**src/common/bfc_consts.svh**
```systemverilog
`ifndef BFC_CONSTS_SVH
`define BFC_CONSTS_SVH
// register byte offsets
`define BFC_OFF_CMD     8'h00
`define BFC_OFF_OPER    8'h04
`define BFC_OFF_PC      8'h08
`define BFC_OFF_ZPTR    8'h0C
`define BFC_OFF_TGT     8'h10
`define BFC_OFF_STACK   8'h14
`define BFC_OFF_STATUS_REGISTER    8'h18
`define BFC_OFF_STAT    8'h1C
// widths
`define BFC_PCW         22
// command field positions
`define BFC_CMD_OP_LSB  0
`define BFC_CMD_SEL_LSB 5
`define BFC_CMD_TWO     8
// status register flag positions
`define BFC_F_C         0
`define BFC_F_Z         1
`define BFC_F_N         2
`define BFC_F_V         3
`define BFC_F_S         4
`define BFC_F_H         5
`define BFC_F_T         6
`define BFC_F_I         7
// reset values
`define BFC_RST_PC      22'h000000
`define BFC_RST_STATUS_REGISTER    8'h00
// cycle counts
`define BFC_CYC_ONE     3'h1
`define BFC_CYC_TWO     3'h2
`define BFC_CYC_THREE   3'h3
`define BFC_CYC_FOUR    3'h4
`define BFC_CYC_FIVE    3'h5
`endif

```
**src/common/bfc_pkg.sv**
```systemverilog
package bfc_pkg;
  // instruction selector written to the command register
  typedef enum logic [4:0] {
    BFC_INDIRECT_SUBROUTINE_JUMP = 5'h00,
    BFC_EXTENDED_INDIRECT_JUMP   = 5'h01,
    BFC_CALL_DIRECT              = 5'h02,
    BFC_SUBROUTINE_EXIT          = 5'h03,
    BFC_INTERRUPT_EXIT           = 5'h04,
    BFC_COMPARE_SKIP_EQUAL       = 5'h05,
    BFC_COMPARE_REGISTERS        = 5'h06,
    BFC_COMPARE_WITH_CARRY       = 5'h07,
    BFC_COMPARE_IMMEDIATE        = 5'h08,
    BFC_SKIP_REG_BIT_CLEAR       = 5'h09,
    BFC_SKIP_REG_BIT_SET         = 5'h0A,
    BFC_SKIP_IO_BIT_CLEAR        = 5'h0B,
    BFC_SKIP_IO_BIT_SET          = 5'h0C,
    BFC_BRANCH_FLAG_SET          = 5'h0D,
    BFC_BRANCH_FLAG_CLEAR        = 5'h0E,
    BFC_COPY_REGISTER            = 5'h0F,
    BFC_COPY_REGISTER_PAIR       = 5'h10,
    BFC_LOAD_IMMEDIATE           = 5'h11
  } bfc_op_e;

  typedef enum logic [1:0] {
    BFC_IDLE = 2'b01,
    BFC_EXEC = 2'b10
  } bfc_state_e;

  typedef struct packed {
    bfc_state_e  st;
    logic [2:0]  cnt;
    logic [21:0] pc;
    logic [21:0] npc;
    logic [15:0] z;
    logic [5:0]  ext;
    logic [21:0] tgt;
    logic [21:0] stk;
    logic [7:0]  status_register;
    logic [7:0]  nsreg;
    logic [7:0]  a;
    logic [7:0]  b;
    logic [8:0]  cmd;
    logic [15:0] res;
    logic        resv;
    logic        pair;
    logic [2:0]  cyc;
    logic        rdy;
    logic        err;
    logic [31:0] rdata;
  } bfc_state_s;
endpackage

```
**src/bfc_cmp.sv**
```systemverilog
`timescale 1ns/100ps
`default_nettype none
`include "bfc_consts.svh"
module bfc_cmp (
  // operands
  input  wire logic [7:0] a,
  input  wire logic [7:0] b,
  input  wire logic       use_carry,
  input  wire logic [7:0] status_register,
  // flags out
  output logic      [7:0] flags
);
  import bfc_pkg::*;
  logic [7:0] r;
  logic       ci;

  // difference and flag equations
  always_comb begin
    ci    = use_carry & status_register[`BFC_F_C];
    r     = a - b - {7'h00, ci};
    flags = status_register;
    flags[`BFC_F_H] = (~a[3] & b[3]) | (b[3] & r[3]) | (r[3] & ~a[3]);
    flags[`BFC_F_V] = (a[7] & ~b[7] & ~r[7]) | (~a[7] & b[7] & r[7]);
    flags[`BFC_F_N] = r[7];
    flags[`BFC_F_S] = r[7] ^ flags[`BFC_F_V]; // see RL14
    flags[`BFC_F_C] = (~a[7] & b[7]) | (b[7] & r[7]) | (r[7] & ~a[7]);
    // carry form keeps zero only across a chain
    flags[`BFC_F_Z] = (r == 8'h00) & (~use_carry | status_register[`BFC_F_Z]);
  end
endmodule
`default_nettype wire

```
**src/bfc_core.sv**
```systemverilog
// Summary of operation
// RL1: indirect jump: pc from Z, upper zero
// RL2: extended jump: upper pc from extension, 3 cycles
// RL3: direct call loads absolute target, 3/4 cycles
// RL4: subroutine exit restores pc, 4/5 cycles
// RL5: interrupt exit restores pc, sets I
// RL6: compare-skip-equal skips when operands equal
// RL7: compares set six flags, no result written
// RL8: register bit test skips on selected value
// RL9: io bit test skips, one extra cycle
// RL10: flag branch adds offset plus one
// RL11: equal branches follow zero flag
// RL12: carry and lower/higher branches follow carry
// RL13: minus and plus branches follow negative
// RL14: signed branches follow N xor V
// RL15: half-carry branches follow half-carry flag
// RL16: transfer-bit branches follow T flag
// RL17: overflow branches follow overflow flag
// RL18: interrupt branches follow interrupt enable
// RL19: register and pair copy, one cycle
// RL20: load immediate writes constant, one cycle
// RL21: skip length follows next instruction size
// RL22: branch 1 cycle untaken, 2 taken, signed
//
// Our own choices: the register addresses and register access over APB.
`timescale 1ns/100ps
`default_nettype none
`include "bfc_consts.svh"
module bfc_core #(
  parameter bit PC_WIDE = 1'b0
) (
  // clock and reset
  input  wire logic        pclk,
  input  wire logic        presetn,
  // apb slave
  input  wire logic        psel,
  input  wire logic        penable,
  input  wire logic        pwrite,
  input  wire logic [7:0]  paddr,
  input  wire logic [31:0] pwdata,
  output logic             pready,
  output logic [31:0]      prdata,
  output logic             pslverr,
  // core state
  output logic             busy,
  output logic [21:0]      pc_out
);
  import bfc_pkg::*;

  // count selector refused at elaboration unless 0 or 1
  if (PC_WIDE !== 1'b0 && PC_WIDE !== 1'b1) begin : g_bad_wide
    $error("PC_WIDE must be 0 or 1");
  end

  bfc_state_s q;
  bfc_state_s d;
  logic [7:0] cmp_flags;
  logic       acc;
  logic       wr;
  logic       go;
  logic       hit;
  bfc_op_e    op;
  logic [2:0] sel;
  logic       bitv;
  logic       skip;
  logic [2:0] skip_cyc;
  logic [2:0] wide;

  // ----------------------------------------------------------------
  // compare unit
  // ----------------------------------------------------------------
  bfc_cmp u_cmp (
    .a         (q.a),
    .b         (q.b),
    .use_carry (pwdata[4:0] == BFC_COMPARE_WITH_CARRY),
    .status_register      (q.status_register),
    .flags     (cmp_flags)
  );

  // ----------------------------------------------------------------
  // bus decode
  // ----------------------------------------------------------------
  // access phase committing at this edge
  assign acc  = psel & penable & q.rdy;
  assign wr   = acc & pwrite & ~q.err;
  assign go   = wr & (paddr == `BFC_OFF_CMD);
  assign hit  = (paddr[1:0] == 2'b00) && (paddr <= `BFC_OFF_STAT);
  assign op   = bfc_op_e'(pwdata[`BFC_CMD_SEL_LSB-1:`BFC_CMD_OP_LSB]);
  assign sel  = pwdata[`BFC_CMD_SEL_LSB+2:`BFC_CMD_SEL_LSB];
  assign bitv = q.a[sel];
  assign wide = PC_WIDE ? 3'h1 : 3'h0;
  // one word skipped in 2 cycles, two words in 3
  assign skip_cyc = pwdata[`BFC_CMD_TWO] ? `BFC_CYC_THREE : `BFC_CYC_TWO; // see RL21

  // ----------------------------------------------------------------
  // next state
  // ----------------------------------------------------------------
  always_comb begin
    d    = q;
    skip = 1'b0;
    // one wait state, held off while executing
    d.rdy = psel & penable & ~q.rdy & (q.st == BFC_IDLE);
    if (psel & penable & ~q.rdy & (q.st == BFC_IDLE)) begin
      d.err = ~hit;
      unique case (paddr)
        `BFC_OFF_CMD:   d.rdata = {23'h000000, q.cmd};
        `BFC_OFF_OPER:  d.rdata = {16'h0000, q.b, q.a};
        `BFC_OFF_PC:    d.rdata = {10'h000, q.pc};
        `BFC_OFF_ZPTR:  d.rdata = {10'h000, q.ext, q.z};
        `BFC_OFF_TGT:   d.rdata = {10'h000, q.tgt};
        `BFC_OFF_STACK: d.rdata = {10'h000, q.stk};
        `BFC_OFF_STATUS_REGISTER:  d.rdata = {24'h000000, q.status_register};
        `BFC_OFF_STAT:  d.rdata = {8'h00, q.res, 2'b00, q.cyc, q.pair, q.resv, 1'b0};
        default:        d.rdata = 32'h00000000;
      endcase
    end else begin
      d.err   = 1'b0;
      d.rdata = q.rdata;
    end
    // register writes
    if (wr) begin
      unique case (paddr)
        `BFC_OFF_OPER:  {d.b, d.a} = pwdata[15:0];
        `BFC_OFF_PC:    d.pc = pwdata[21:0];
        `BFC_OFF_ZPTR:  {d.ext, d.z} = pwdata[21:0];
        `BFC_OFF_TGT:   d.tgt = pwdata[21:0];
        `BFC_OFF_STACK: d.stk = pwdata[21:0];
        `BFC_OFF_STATUS_REGISTER:  d.status_register = pwdata[7:0];
        default:        d.cmd = q.cmd;
      endcase
    end
    // instruction launch
    if (go) begin
      d.cmd   = pwdata[8:0];
      d.st    = BFC_EXEC;
      d.npc   = q.pc + 22'h000001;
      d.nsreg = q.status_register;
      d.resv  = 1'b0;
      d.pair  = 1'b0;
      d.res   = q.res;
      d.cyc   = `BFC_CYC_ONE;
      unique case (op)
        BFC_INDIRECT_SUBROUTINE_JUMP: begin
          d.npc = {6'h00, q.z}; // see RL1
          d.cyc = `BFC_CYC_TWO + wide;
        end
        BFC_EXTENDED_INDIRECT_JUMP: begin
          d.npc = {q.ext, q.z}; // see RL2
          d.cyc = `BFC_CYC_THREE;
        end
        BFC_CALL_DIRECT: begin
          d.npc = q.tgt; // see RL3
          d.cyc = `BFC_CYC_THREE + wide;
        end
        BFC_SUBROUTINE_EXIT: begin
          d.npc = q.stk; // see RL4
          d.cyc = `BFC_CYC_FOUR + wide;
        end
        BFC_INTERRUPT_EXIT: begin
          d.npc = q.stk;
          d.nsreg[`BFC_F_I] = 1'b1; // see RL5
          d.cyc = `BFC_CYC_FOUR + wide;
        end
        BFC_COMPARE_SKIP_EQUAL: skip = (q.a == q.b); // see RL6
        BFC_COMPARE_REGISTERS, BFC_COMPARE_WITH_CARRY, BFC_COMPARE_IMMEDIATE: begin
          d.nsreg = cmp_flags; // see RL7
        end
        BFC_SKIP_REG_BIT_CLEAR: skip = ~bitv; // see RL8
        BFC_SKIP_REG_BIT_SET:   skip = bitv;
        BFC_SKIP_IO_BIT_CLEAR, BFC_SKIP_IO_BIT_SET: begin
          // io read costs one more cycle
          skip  = bitv ^ (op == BFC_SKIP_IO_BIT_CLEAR); // see RL9
          d.cyc = `BFC_CYC_TWO;
        end
        BFC_BRANCH_FLAG_SET, BFC_BRANCH_FLAG_CLEAR: begin
          // sel picks C,Z,N,V,S,H,T,I for the named branches
          // see RL11 RL12 RL13 RL14 RL15 RL16 RL17 RL18
          if (q.status_register[sel] == (op == BFC_BRANCH_FLAG_SET)) begin
            d.npc = q.pc + 22'h000001 + {{15{q.tgt[6]}}, q.tgt[6:0]}; // see RL10
            d.cyc = `BFC_CYC_TWO; // see RL22
          end
        end
        BFC_COPY_REGISTER, BFC_LOAD_IMMEDIATE: begin
          d.res  = {8'h00, q.b}; // see RL19 RL20
          d.resv = 1'b1;
        end
        BFC_COPY_REGISTER_PAIR: begin
          d.res  = {q.b, q.a}; // see RL19
          d.resv = 1'b1;
          d.pair = 1'b1;
        end
        default: d.st = BFC_IDLE;
      endcase
      if (skip) begin
        d.npc = q.pc + 22'h000002 + {21'h000000, pwdata[`BFC_CMD_TWO]}; // see RL21
        d.cyc = d.cyc + skip_cyc - `BFC_CYC_ONE;
      end
      d.cnt = d.cyc - 3'h1;
    end
    // retire after the instruction's cycle count
    if (q.st == BFC_EXEC) begin
      d.cnt = q.cnt - 3'h1;
      if (q.cnt == 3'h0) begin
        d.st   = BFC_IDLE;
        d.pc   = q.npc;
        d.status_register = q.nsreg;
      end
    end
  end

  // state register
  always_ff @(posedge pclk or negedge presetn) begin
    if (!presetn) begin
      q       <= '0;
      q.st    <= BFC_IDLE;
      q.pc    <= `BFC_RST_PC;
      q.status_register  <= `BFC_RST_STATUS_REGISTER;
    end else begin
      q <= d;
    end
  end

  // outputs from flops
  assign pready  = q.rdy;
  assign prdata  = q.rdata;
  assign pslverr = q.err;
  assign busy    = q.st[1]; // one-hot execute bit
  assign pc_out  = q.pc;

  logic    done;
  bfc_op_e cur;
  assign done = (q.st == BFC_EXEC) && (q.cnt == 3'h0);
  assign cur  = bfc_op_e'(q.cmd[4:0]);
endmodule
`default_nettype wire

```
**config.mk**
```make
export PLATFORM = sky130hd
export DESIGN_NAME = bfc_core
export DESIGN_NICKNAME = d
export VERILOG_FILES = /design/src/common/bfc_pkg.sv /design/src/bfc_cmp.sv /design/src/bfc_core.sv
export VERILOG_INCLUDE_DIRS = /design/src /design/src/common
export SDC_FILE = /design/constraint.sdc
export NUM_CORES = 1
export LEC_CHECK = 0
export BUFFER_PORTS_ARGS = -buffer_cell sky130_fd_sc_hd__buf_2
export CORE_ASPECT_RATIO = 1.5
export CORE_MARGIN = 1.5
export CORE_UTILIZATION = 45
export DETAILED_ROUTE_END_ITERATION = 8
export PLACE_DENSITY = 0.64
export SETUP_SLACK_MARGIN = 0.02
export SLEW_MARGIN = 20
export SYNTH_ARGS = -nofsm -noshare
export SYNTH_HDL_FRONTEND = slang
export SYNTH_HIERARCHICAL = 1
export SYNTH_SLANG_ARGS = --single-unit
export TNS_END_PERCENT = 30
```
**constraint.sdc**
```tcl
create_clock -name pclk -period 4.21 [get_ports pclk]
set_clock_uncertainty 0.2 [all_clocks]
set_input_delay 0.6315 -clock pclk [delete_from_list [all_inputs] [get_ports pclk]]
set_output_delay 0.6315 -clock pclk [all_outputs]
set_load 0.01 [all_outputs]
```
Word level (Yosys, flattened, before mapping)

Cells that the tools add are included.

Register bits: 211
Input port bits: 45
Output and inout bits: 57
Logic and storage cells: 149

Add/sub/neg operators: 10
Order comparisons: 2
Equal/unequal tests: 28
Multiplexer cells: 33
Bitwise logic cells: 35
Reductions and logical operators: 21

Operator list:

| operator                                                              | count |
|---|---|
| 24-bit case mux with 8 select lines                                   | 1 |
| 22-bit 2-to-1 mux                                                     | 5 |
| 22-bit case mux with 5 select lines                                   | 1 |
| 5-bit by 4-bit equality test with 1-bit output, second input constant | 8 |
| 17-bit case mux with 2 select lines                                   | 1 |
| 33-bit 2-to-1 mux                                                     | 1 |
| 8-bit by 5-bit equality test with 1-bit output, second input constant | 4 |
| 8-bit 2-to-1 mux                                                      | 4 |
| 30-bit 2-to-1 mux                                                     | 1 |
| 27-bit 2-to-1 mux                                                     | 1 |
| 22-bit by 1-bit adder with 22-bit output                              | 1 |
| 22-bit by 1-bit adder with 22-bit output, second input constant       | 1 |
| 22-bit by 2-bit adder with 22-bit output, second input constant       | 1 |
| 22-bit adder                                                          | 1 |
| 5-bit by 3-bit equality test with 1-bit output, second input constant | 4 |
| 1-bit AND                                                             | 18 |
| 18-bit OR reduction                                                   | 1 |
| 8-bit by 4-bit equality test with 1-bit output, second input constant | 2 |
| 8-bit logical NOT                                                     | 2 |
| 3-bit case mux with 4 select lines                                    | 1 |
| 5-bit by 2-bit equality test with 1-bit output, second input constant | 2 |
| 5-bit equality test, second input constant                            | 2 |
| 2-bit AND reduction                                                   | 5 |
| 2-bit OR reduction                                                    | 5 |
| other kinds (28)                                                      | 56 |

Logic depth before layout (Yosys ltp)

Gate-level depths: netlist of run 1.

Depth in word-level cells: 14
Gate-level depth with buffers: 15
Gate-level depth less buffers: 13

Cells and area by module

The synthesis of run 1 kept the hierarchy.

Modules (own cells, without submodules):

| module   | times used | cells an instance | area each (um^2) | sequential area each (um^2) |
|---|---|---|---|---|
| bfc_core | 1          | 1329              | 12638.4          | 5081.1 |
| bfc_cmp  | 1          | 81                | 611.8            | 0.0 |

Least setup slack after synthesis of run 1

OpenSTA, ideal clock, no wires.

Path type: in2reg
From: in pwdata[1]
To: reg q[83] (netlist name)
Library setup time: 0.135 ns
Data arrival time: 3.342 ns
Required time: 3.875 ns
Path slack: 0.534 ns
Stages on the path: 14
Buffers on the path: 2
Path through: clkbuf_1 clkbuf_1 nand2_1 nor2b_1 nand2_1 fa_1 ha_1 and2b_2 a21oi_2 a2111oi_4 xnor2_2 mux2_4 mux2i_1 o21ai_0

Cells in the longest elaborated chain, start to end: 7
Elaborated cells on any way between the ends: 11
Classes of those cells: add/sub: 1; eq/ne: 3; mux: 1; bitwise: 5; reduce/logical: 1

Ends and longest elaborated chain:

| element                                          | line            | RTL |
|---|---|---|
| from (decl)                                      | bfc_core.sv:40  | `input wire logic [31:0] pwdata,` |
| 5-bit by 3-bit equality test with 1-bit output * | bfc_core.sv:75  | `.use_carry (pwdata[4:0] == BFC_COMPARE_WITH_CARRY),` |
| 1-bit AND *                                      | bfc_cmp.sv:19   | `` ci = use_carry & status_register[`BFC_F_C]; `` |
| 8-bit by 1-bit subtractor with 8-bit output *    | bfc_cmp.sv:20   | `r = a - b - {7'h00, ci};` |
| 1-bit NOT                                        | bfc_cmp.sv:23   | `` flags[`BFC_F_V] = (a[7] & ~b[7] & ~r[7]) \| (~a[7] & b[7] & r[7]); `` |
| 1-bit AND                                        | bfc_cmp.sv:23   |  |
| 1-bit bitwise OR *                               | bfc_cmp.sv:23   |  |
| net cmp_flags[3]                                 | bfc_core.sv:57  | `logic [7:0] cmp_flags;` |
| 6-bit 2-to-1 mux *                               | bfc_core.sv:142 | `unique case (op)` |
| to (decl)                                        | bfc_core.sv:55  | `bfc_state_s q;` |

The timed path passes the listed nets; every way through them passes the cells marked *.
A chain may end at the register's enable or synchronous reset.

Final worst setup path of run 1

From: reg q, in the netlist pc_out[0]
To: reg q[181] (netlist name)

Cells in the longest elaborated chain, start to end: 5
Elaborated cells on any way between the ends: 7
Classes of those cells: add/sub: 4; mux: 3

Ends and longest elaborated chain:

| element                                  | line                             | RTL |
|---|---|---|
| 22-bit by 1-bit adder with 22-bit output | bfc_core.sv:136, bfc_core.sv:179 |  |
| 22-bit adder                             | bfc_core.sv:179                  | `d.npc = q.pc + 22'h000001 + {{15{q.tgt[6]}}, q.tgt[6:0]};` |
| 22-bit 2-to-1 mux                        | bfc_core.sv:178                  | `if (q.status_register[sel] == (op == BFC_BRANCH_FLAG_SET)) begin` |
| 22-bit case mux with 5 select lines      | bfc_core.sv:142                  |  |
| 22-bit 2-to-1 mux *                      | bfc_core.sv:194                  | `if (skip) begin` |

Every way passes the cells marked *; elsewhere a longest branch is shown, timed or not.

==> reports/qor.yml, run 1 <==
run_status:
  status: "complete, no violations"
route:
  dr.first_iter.drc_count: 1045
  avgRoutedWirePerCell_um: 23.7
  dr.pass1.iters: 9
  wl_met3_mm: 2.38
  wl_met1_mm: 16.5
  detail-route-antenna-nets: 0
  vias_per_cell: 6.17
  wirelength_mm: 43.6
  drc: 0
  dr.max_layer_used: "met4"
  via_count: 11370
  wl_met2_mm: 21.2
power:
  swShare: 0.241
  powerDensity_nw_per_um2: 298
  total_leakage_power_nw: 6.88
  p_clk_frac: 0.479
  seqPwrFrac: 0.448
  power.switching_mw: 1.06
  p_int_mw: 3.34
  ir_worst_vdd_v: 0.000330
  comb_power_share: 0.073
clock_tree:
  htreeDepth: 1
  cts_buffers: 22
  clockRootBuffer: "clkbuf_16"
  cts_tree: "built"
  clockBufferDepth: 3
  worstSkewPairLatency_ps: 540
  path_clk_slew_ps: 60
  clkSinkCount: 203
timing:
  finalCritPeriodShare: 0.905
  fmax_mhz: 262
  relSlewSlack: 0.344
  final_hold_viol_count: 0
  setup_viol: 0
  drv_slew: 0
  worstMarginPinSlew_ps: 979
  rsz0062_at_grt: "false"
  tns_ps: 0
  min_period_ps: 3810
critical_path:
  crit_fanout: 8
  startpoint: "pc_out[0]"
  crit_path_start_kind: "flip-flop"
  worstSetupPathType: "reg2reg"
  cp-end-kind: "flip-flop"
  cp_data_arrival_time_ps: 4020
  reg2reg_from: "pc_out[0]"
  crit_required_ps: 4420
die:
  ios: 102
  core_um2: 28800
  die_h_um: 213
  fp-row-count: 76
  initial_utilization: 0.460
  die_w_um: 143
  die-area_um2: 30500
finish:
  final-seq-area_um2: 5080
  multi_input_area_um2: 7230
  nets: 1533
  diodes: 0
  fin_util: 0.511
  area_growth_pct: 11.1
  drive_gt1_frac: 0.212
  fill_cells: 2712
logic_synthesis:
  ys_seq_elements: 203
  synth_cells: 1410
  synth.distinct_cells: 88
  syn_area_um2: 13300
  ys.flop_type: "dfrtp_1"
  ys_seq_area_frac: 0.383
  yosysWarnings: 6
  synth_edf_count: 0
  ys_async_sr_fraction: 1.00
  syn_avg_cell_area_um2: 9.40
grt:
  antenna_found_initial: 0
  grt_max_degree: 85
  grt_overflow_total: 0
  grt_first_pass_wirelength_mm: 66.7
  grtUsageTotal: 0.292
  grt_pass1_vias: 11227
min_path:
  hp-class: "in2reg"
  min_from: "pwdata[17]"
place:
  globalplace.congestion: 0.952
  port_buffers: 83
  dp_hpwl_mm: 32.3
job:
  cap_violations: 0
placed cells by master, fill, tap and decap left out, drive strengths merged, types with 5 or more instances in the layout:
cell type and count:
a222oi 30, a21oi 86, ha 45, inv 41, conb 8, nand2 171, and2 10, buf 151
a32oi 5, a2111oi 5, o21a 5, xnor2 43, clkbuf 31, nor2b 11, nand2b 9, a21o 19
xor2 26, and3 9, or3 8, nand3 24, mux2 86, mux2i 52, o21ai 82, o2111ai 6
a22oi 21, nor4 7, nand4 17, a22o 12, dfrtp 202, nor3 35, a31oi 12, o211ai 10
a221oi 25, nor2 81, a221o 5
critical path: stages (launching register included):
cell and delay [ps]:
dfrtp_1 350, ha_1 170, inv_1 80, or3_1 430, nor3_1 250, xor2_1 260, ha_1 350, a21o_1 250
a2111o_1 420, a31oi_1 160, o21ai_0 150, xor2_1 180, a221oi_1 300, o21ai_0 130
what timing repair did:
item	4_1_cts	5_1_grt
buffers inserted	0	0
endpoints found under the setup margin	0	1
hold endpoints to repair	46	0
hold buffers	1	0
gates resized for setup	0	2
power groups by stage:
stage          combinational (mW)  sequential [mW]  clock (mW)
2_1_floorplan               0.183             2.00           0
3_3_place_gp                0.314             2.01           0
3_5_place_dp                0.317             2.01           0
4_1_cts                     0.319             1.97        2.14
5_1_grt                     0.350             1.97        2.20
6_report                    0.320             1.97        2.10
cell type report:
cell class / instances / area share
Multi-Input combinational cell: 1018 / 0.491
Sequential cell: 203 / 0.345
Timing Repair Buffer: 153 / 0.0672
Clock buffer: 30 / 0.0422
Tap cell: 390 / 0.0332
Inverter: 42 / 0.0107
Clock inverter: 7 / 0.0101
per-layer routing:
layer	up-vias	track usage
li1	5131	-
met1	5654	0.346
met2	443	0.487
met3	142	0.0312
met4	0	0.219
met5	-	0
Yosys cell counts, drive strengths merged (3+ instances only):
| cell type | count | area, µm² |
|---|---|---|
| a211oi | 3 | 27.5 |
| mux2i | 52 | 533 |
| a21o | 19 | 143 |
| mux2 | 86 | 976 |
| o21ai | 82 | 414 |
| a221oi | 25 | 225 |
| nor4 | 7 | 50.1 |
| nand4 | 17 | 106 |
| a22oi | 21 | 158 |
| ha | 45 | 563 |
| nand2 | 171 | 649 |
| mux4 | 4 | 93.8 |
| nand2b | 9 | 56.3 |
| inv | 41 | 154 |
| fa | 3 | 60.1 |
| a222oi | 30 | 300 |
| a31oi | 12 | 75.1 |
| a32oi | 5 | 43.8 |
| o2111ai | 6 | 52.6 |
| o21a | 5 | 37.5 |
| or4 | 3 | 22.5 |
| nor2 | 81 | 307 |
| nor3 | 35 | 185 |
| a21oi | 86 | 434 |
| clkbuf | 53 | 199 |
| o21bai | 3 | 22.5 |
| a221o | 5 | 50.1 |
| nand3 | 24 | 120 |
| a31o | 4 | 35.0 |
| buf | 101 | 671 |
| nor2b | 11 | 68.8 |
| and2 | 10 | 62.6 |
| o211ai | 10 | 75.1 |
| or3 | 8 | 50.1 |
| a21boi | 4 | 30.0 |
| and3 | 9 | 56.3 |
| a211o | 3 | 26.3 |
| dfrtp | 202 | 5050 |
| a22o | 12 | 105 |
| a2111oi | 5 | 62.6 |
| xor2 | 26 | 228 |
| xnor2 | 43 | 384 |
flip-flops by register name (all words and copies together), names as in the netlist:
signal and flops:
cur 5, pslverr 1, prdata 24, pready 1, pc_out 22, busy 1, q 149
stage by stage:
step	setup slack (ps)	std cells	hold WS, ps	total power, mW	area [µm²]
after floorplan	534	1417	136	2.19	13300
after global placement	270	1805	249	2.32	13900
after detailed placement	287	1805	251	2.32	13900
after CTS	294	1843	170	4.42	14700
after global routing	187	1843	182	4.52	14700
final	398	1843	192	4.39	14700
cells by family after synthesis:
group | Yosys count | synth area share
xor+xnor | 70 | 0.0479
mux | 142 | 0.121
flops | 203 | 0.383
other cells | 1 | 0.000283
compound gates | 355 | 0.185
buf+inv | 196 | 0.0775
fa+ha+maj | 48 | 0.0470
simple gates | 395 | 0.138
worst paths after layout:
kind | slack [ps] | cells after the start | endpoint
worst max register to register | 400 | 13 | q[181]
worst max-delay path | 400 | 13 | q[181]
min in group asynchronous | 480 | 2 | q[62]
worst min register to register | 260 | 2 | prdata[22]
worst min-delay path | 190 | 2 | q[141]
max in group asynchronous | 2230 | 3 | q[176]
Power figures use the tool's default switching activity.
==> run 2, diff against run 1 <==
--- a/config.mk
+++ b/config.mk
@@ -7,7 +7,7 @@
 export NUM_CORES = 1
 export LEC_CHECK = 0
 export BUFFER_PORTS_ARGS = -buffer_cell sky130_fd_sc_hd__buf_2
-export CORE_ASPECT_RATIO = 1.5
+export CORE_ASPECT_RATIO = 2
 export CORE_MARGIN = 1.5
 export CORE_UTILIZATION = 45
 export DETAILED_ROUTE_END_ITERATION = 8
==> reports/qor.yml, run 2 (same netlist as run 1, synthesis figures left out) <==
clock_tree:
  clockBufferDepth: 3  # unchanged
  path_clk_slew_ps: 70  # about the same
  worstSkewPairLatency_ps: 520  # -20 ps
  clkSinkCount: 203  # unchanged
  cts_tree: "built"
  clockRootBuffer: "clkbuf_16"
  htreeDepth: 1  # unchanged
  cts_buffers: 20  # -9.1%
critical_path:
  crit_top_cell: "ha_1"
  crit_slowest_cell: "or3_4"
  crit_family: "compound AO/OA/AOI/OAI gates"
  path_cells: "ha_1 -> inv_1 -> or3_4 -> nor3_1 -> xor2_1 -> ha_1 -> a21o_1 -> a2111oi_0 -> a21oi_1 -> a31o_2 -> a2111oi_2 -> buf_4 -> nor2_1"
  worst-path-buf-inv: 2  # +1
  crit_required_ps: 4410  # about the same
  critPathMaxStageDelay_ps: 460  # +30 ps
  cp_data_arrival_time_ps: 4130  # +110 ps
  worstSetupPathType: "reg2reg"
  crit_path_start_kind: "flip-flop"
  cp-end-kind: "flip-flop"
  rrSetupSlack_ps: 280  # -120 ps
  crit_fanout: 5  # -3
timing:
  setup_viol: 0  # unchanged
  min_period_ps: 3930  # +116 ps
  drv_slew: 0  # unchanged
  postLayoutSetupSlackWorst_ps: 282  # -116 ps
  tns_ps: 0  # unchanged
  worstMarginPinSlew_ps: 1070  # +92.5 ps
  fmax_mhz: 255  # -3.0%
  final_hold_viol_count: 6  # +6
  relSlewSlack: 0.285  # -0.0581
  finalCritPeriodShare: 0.933  # +0.0275
  hold_ws_ps: -6.63  # -198 ps
  rsz0062_at_grt: "false"
route:
  detail-route-antenna-nets: 0  # unchanged
  via_count: 11462  # +0.81%
  wirelength_mm: 45.7  # +4.8%
  dr.pass1.iters: 9  # unchanged
  avgRoutedWirePerCell_um: 25.2  # +6.5%
  vias_per_cell: 6.32  # +2.4%
  dr.first_iter.drc_count: 1051  # +0.57%
  drc: 0  # unchanged
die:
  core_um2: 29000  # +0.50%
  initial_utilization: 0.458  # -0.00230
  ios: 102  # unchanged
  fp-row-count: 88  # +16%
  die_h_um: 246  # +15%
  die-area_um2: 30500  # +0.13%
  die_w_um: 124  # -13%
grt:
  grt_pass1_vias: 11618  # +3.5%
  grtUsageTotal: 0.297  # +0.00487
  grt_first_pass_wirelength_mm: 69.6  # +4.3%
  antenna_found_initial: 1  # +1
  grt_max_degree: 92  # +8.2%
  grt_overflow_total: 0  # unchanged
place:
  place_ws_ps: 108  # -179 ps
  placed_area_um2: 13900  # about the same
  dp_hpwl_mm: 33.9  # +5.1%
  globalplace.congestion: 0.922  # -3.2%
  port_buffers: 83  # unchanged
finish:
  largest_reg_flops: 149  # unchanged
  drive_gt1_frac: 0.215  # +0.00275
  design_area_um2: 14700  # -0.37%
  final-seq-area_um2: 5080  # unchanged
  mostFrequentLayoutCells: "202 x dfrtp_1, 169 x nand2_1, 85 x a21oi_1"
  max_flop_register: "q"
  nets: 1533  # unchanged
  multi_input_area_um2: 7230  # unchanged
  area_growth_pct: 10.7
  fill_cells: 2712  # unchanged
  final_common_cell: "dfrtp_1"
min_path:
  hp-class: "in2async"
power:
  total_leakage_power_nw: 6.88  # about the same
  ir_worst_vdd_v: 0.000216  # -35%
  total_power_mw: 4.26  # -3.1%
  powerDensity_nw_per_um2: 290  # -2.7%
run_status:
  violations: "hold timing"
  status: "finished with violations"
job:
  cap_violations: 0  # unchanged
## run 2: cell types whose count changed in the layout (fill, tap and decap cells not counted), moves of 2 or more
cell and delta:
buf_12 +3, clkbuf_8 -2, clkbuf_1 -3, clkinv_2 +3
## run 2: final cells by class
class,count,share of cell area
clock inverter,11,0.00973
multi-input combinational,1018,0.493
inverter,42,0.0108
antenna,1,0.000171
sequential,203,0.347
clock buffer,24,0.0380
timing repair buffer,155,0.0709
tap,360,0.0307
## run 2: repair_timing
item | CTS | global route
buffers inserted | 0 | 2
resized for setup | 0 | 4
hold buffers | 0 | 0
endpoints found under the setup margin | 0 | 2
## run 2: path summary, 6_finish.rpt
kind                                  from          to  cells past startpoint
worst max-delay path             pc_out[0]      q[180]                     13
worst max register to register   pc_out[0]      q[180]                     13
worst min register to register  prdata[23]  prdata[23]                      2
max in group asynchronous          presetn  prdata[19]                      2
min in group pclk               pwdata[17]      q[141]                      2
worst min-delay path               presetn      q[103]                      1
## run 2: stage by stage
step / cells / util
after floorplan: 1417 / -
after global placement: 1776 / 0.481
after detailed placement: 1776 / 0.481
after CTS: 1811 / 0.505
after global routing: 1814 / 0.506
final: 1814 / 0.506
## run 2: report_power, final
group          internal, mW  leakage, nW  switching, mW
sequential             1.96         2.66         0.0103
combinational         0.104         3.88          0.226
clock                  1.13        0.341          0.825
total                  3.20         6.88           1.06
## run 2: worst reg2reg max path: stages, from the launching register on
cell and delay [ps]:
dfrtp_1 380, ha_1 280, inv_1 110, or3_4 460
nor3_1 270, xor2_1 240, ha_1 310, a21o_1 240
a2111oi_0 400, a21oi_1 170, a31o_2 240, a2111oi_2 330
buf_4 170, nor2_1 30
## run 2: routing by layer
layer	routed length [µm]	GRT usage
met1	15500	0.307
met2	23200	0.528
met3	2470	0.0381
met4	4530	0.255
met5	0	0
==> run 3, diff against run 2 <==
--- a/config.mk
+++ b/config.mk
@@ -6,6 +6,7 @@
 export SDC_FILE = /design/constraint.sdc
 export NUM_CORES = 1
 export LEC_CHECK = 0
+export ABC_AREA = 1
 export BUFFER_PORTS_ARGS = -buffer_cell sky130_fd_sc_hd__buf_2
 export CORE_ASPECT_RATIO = 2
 export CORE_MARGIN = 1.5
==> reports/qor.yml, run 3 <==
grt:
  grt_util_met1: 0.339  # +0.0320
  busiest_layer: "met2"
  use_met2: 0.589  # +0.0613
  met3_usage: 0.0384  # +0.000294
  grtUsageTotal: 0.332  # +0.0350
  grt_pass1_vias: 13173  # +13%
  antenna_found_initial: 0  # -1
  grt_first_pass_wirelength_mm: 78.4  # +13%
  grt_overflow_total: 0  # unchanged
  grt_max_degree: 131  # +42%
critical_path:
  worstSetupPathType: "reg2reg"
  critPathMaxStageDelay_ps: 500  # +40 ps
  path_cells: "ha_1 -> inv_1 -> nor2_1 -> buf_4 -> nand2_1 -> nor2_1 -> xor2_1 -> inv_1 -> ha_1 -> nand2_1 -> nor2_1 -> and2_1 -> nand4_1 -> nand4_1 -> nand3_1 -> nand3_1 -> nand2_1 -> a21oi_1"
  crit_fanout: 6  # +1
  rrSetupSlack_ps: 370  # +90 ps
  crit_family: "simple AND/OR/NAND/NOR gates"
  crit_slowest_cell: "dfrtp_1"
  cp-end-kind: "flip-flop"
  crit_path_start_kind: "flip-flop"
  cp_data_arrival_time_ps: 4080  # -50 ps
  worst-path-buf-inv: 3  # +1
  crit_required_ps: 4450  # +40 ps
finish:
  design_area_um2: 15000  # +2.2%
  diodes: 0  # -1
  final-seq-area_um2: 5080  # unchanged
  max_flop_register: "q"
  largest_reg_flops: 149  # unchanged
  final_common_cell: "nand2_1"
  nets: 2050  # +34%
  multi_input_area_um2: 7080  # -2.1%
  fill_cells: 3060  # +13%
  area_growth_pct: 9.24
  mostFrequentLayoutCells: "523 x nand2_1, 207 x inv_1, 202 x dfrtp_1"
  drive_gt1_frac: 0.115  # -0.0995
logic_synthesis:
  ys_seq_elements: 203  # unchanged
  ys.flop_type: "dfrtp_1"
  synth_common_cells: "524 x nand2_1, 207 x inv_1, 202 x dfrtp_1"
  synth_edf_count: 0  # unchanged
  netlist.area_leader.share: 0.368  # -0.0131
  syn_area_um2: 13700  # +3.6%
  synth_cells: 1921  # +36%
  yosysTopAreaCell: "dfrtp_1"
  syn_avg_cell_area_um2: 7.14  # -24%
  synth.distinct_cells: 55  # -38%
  ys_top_cells_by_area: "dfrtp_1 37%, nand2_1 14%, o21ai_0 5.9%"
  ys_async_sr_fraction: 1.00  # unchanged
  ys_seq_area_frac: 0.370  # -0.0131
  synth.most_common_cell: "nand2_1"
  yosysWarnings: 6  # unchanged
timing:
  tns_ps: 0  # unchanged
  fmax_mhz: 260  # +2.3%
  finalCritPeriodShare: 0.912  # -0.0211
  rsz0062_at_grt: "false"
  final_hold_viol_count: 0  # -6
  setup_viol: 0  # unchanged
  postLayoutSetupSlackWorst_ps: 371  # +88.9 ps
  drv_slew: 0  # unchanged
  min_period_ps: 3840  # -88.9 ps
  relSlewSlack: 0.318  # +0.0328
  worstMarginPinSlew_ps: 1010  # -57.1 ps
place:
  port_buffers: 83  # unchanged
  place_ws_ps: 395  # +286 ps
  dp_hpwl_mm: 40.7  # +20%
  globalplace.congestion: 0.956  # +3.7%
  placed_area_um2: 14300  # +2.4%
route:
  vias_per_cell: 5.75  # -8.9%
  dr.first_iter.drc_count: 1091  # +3.8%
  detail-route-antenna-nets: 0  # unchanged
  dr.pass1.iters: 8  # -1
  drc: 0  # unchanged
  avgRoutedWirePerCell_um: 22.3  # -12%
  via_count: 13453  # +17%
  wirelength_mm: 52.1  # +14%
power:
  p_clk_frac: 0.456  # -0.004
  power.switching_mw: 1.11  # +5.0%
  swShare: 0.256  # +0.00690
  p_int_mw: 3.23  # +1.2%
  seqPwrFrac: 0.452  # -0.010
  total_leakage_power_nw: 7.83  # +14%
  comb_power_share: 0.092  # +0.014
  powerDensity_nw_per_um2: 290  # about the same
  ir_worst_vdd_v: 0.000242  # +12%
die:
  die-area_um2: 31600  # +3.5%
  initial_utilization: 0.456  # -0.00122
  die_h_um: 250  # +1.7%
  die_w_um: 126  # +1.7%
  fp-row-count: 90  # +2.3%
  core_um2: 30100  # +3.8%
  ios: 102  # unchanged
clock_tree:
  cts_tree: "built"
  clkSinkCount: 203  # unchanged
  worstSkewPairLatency_ps: 510  # about the same
  clockBufferDepth: 3  # unchanged
  path_clk_slew_ps: 70  # about the same
  htreeDepth: 1  # unchanged
  cts_buffers: 20  # unchanged
  clockRootBuffer: "clkbuf_16"
min_path:
  hp-class: "in2reg"
job:
  cap_violations: 0  # unchanged
run_status:
  status: "complete, no violations"
## run 3: cell type report
class                      instances  share of cell area
clock buffer                      29              0.0397
clock inverter                     6             0.00718
inverter                         228              0.0572
multi-input combinational       1372               0.472
sequential                       203               0.339
tap                              368              0.0307
timing repair buffer             132              0.0538
## run 3: repair_timing
action                                  4_1_cts  5_1_grt
endpoints found under the hold margin        37        0
resized for setup                             0        0
buffers inserted                              0        0
endpoints found under the setup margin        0        0
hold buffers                                  1        0
## run 3: per-stage QoR
step	util	hold WS [ps]	cells	power, mW
floorplan	-	136	1928	2.23
global placement	0.475	259	2302	2.39
detailed placement	0.475	260	2302	2.40
CTS	0.499	211	2338	4.36
global route	0.499	228	2338	4.47
finish	0.499	221	2338	4.35
## run 3: cell families (layout without fill, tap and decap cells)
family | after synthesis | after routing | share of synthesized area
flops | 203 | 203 | 0.370
buf+inv | 353 | 395 | 0.117
xor+xnor | 50 | 50 | 0.0319
other cells | 1 | 8 | 0.000273
fa+ha+maj | 48 | 48 | 0.0454
simple gates | 852 | 852 | 0.263
compound gates | 414 | 414 | 0.172
## run 3: layer usage
metal	part of all wire	wire length, µm
met1	0.34	17700
met2	0.51	26300
met3	0.049	2570
met4	0.11	5500
met5	0	0
## run 3: path summary, 6_finish.rpt
| path | startpoint | endpoint | cells past startpoint |
|---|---|---|---|
| max in group asynchronous | presetn | q[165] | 3 |
| min in group asynchronous | presetn | prdata[21] | 2 |
| hold reg to reg | prdata[19] | prdata[19] | 2 |
| setup reg to reg | pc_out[0] | q[181] | 18 |
| setup / recovery | pc_out[0] | q[181] | 18 |
| hold / removal | pwdata[20] | pc_out[20] | 3 |
## run 3: power by group through the flow
stage          sequential [mW]  clock, mW  combinational, mW
6_report                  1.97       1.98              0.399
5_1_grt                   1.97       2.06              0.439
4_1_cts                   1.97       2.00              0.397
3_5_place_dp              2.00          0              0.395
3_3_place_gp              2.00          0              0.391
2_1_floorplan             2.00          0              0.230
## run 3: worst register-to-register path: cells and delay by family (launching register included)
kind | cells | cell delay, ps
AO/OA/AOI/OAI | 1 | 120
XOR/XNOR | 1 | 260
adder cells (fa/ha/maj) | 2 | 580
buffers and inverters | 3 | 350
flip-flops | 1 | 500
AND/OR/NAND/NOR | 11 | 1750
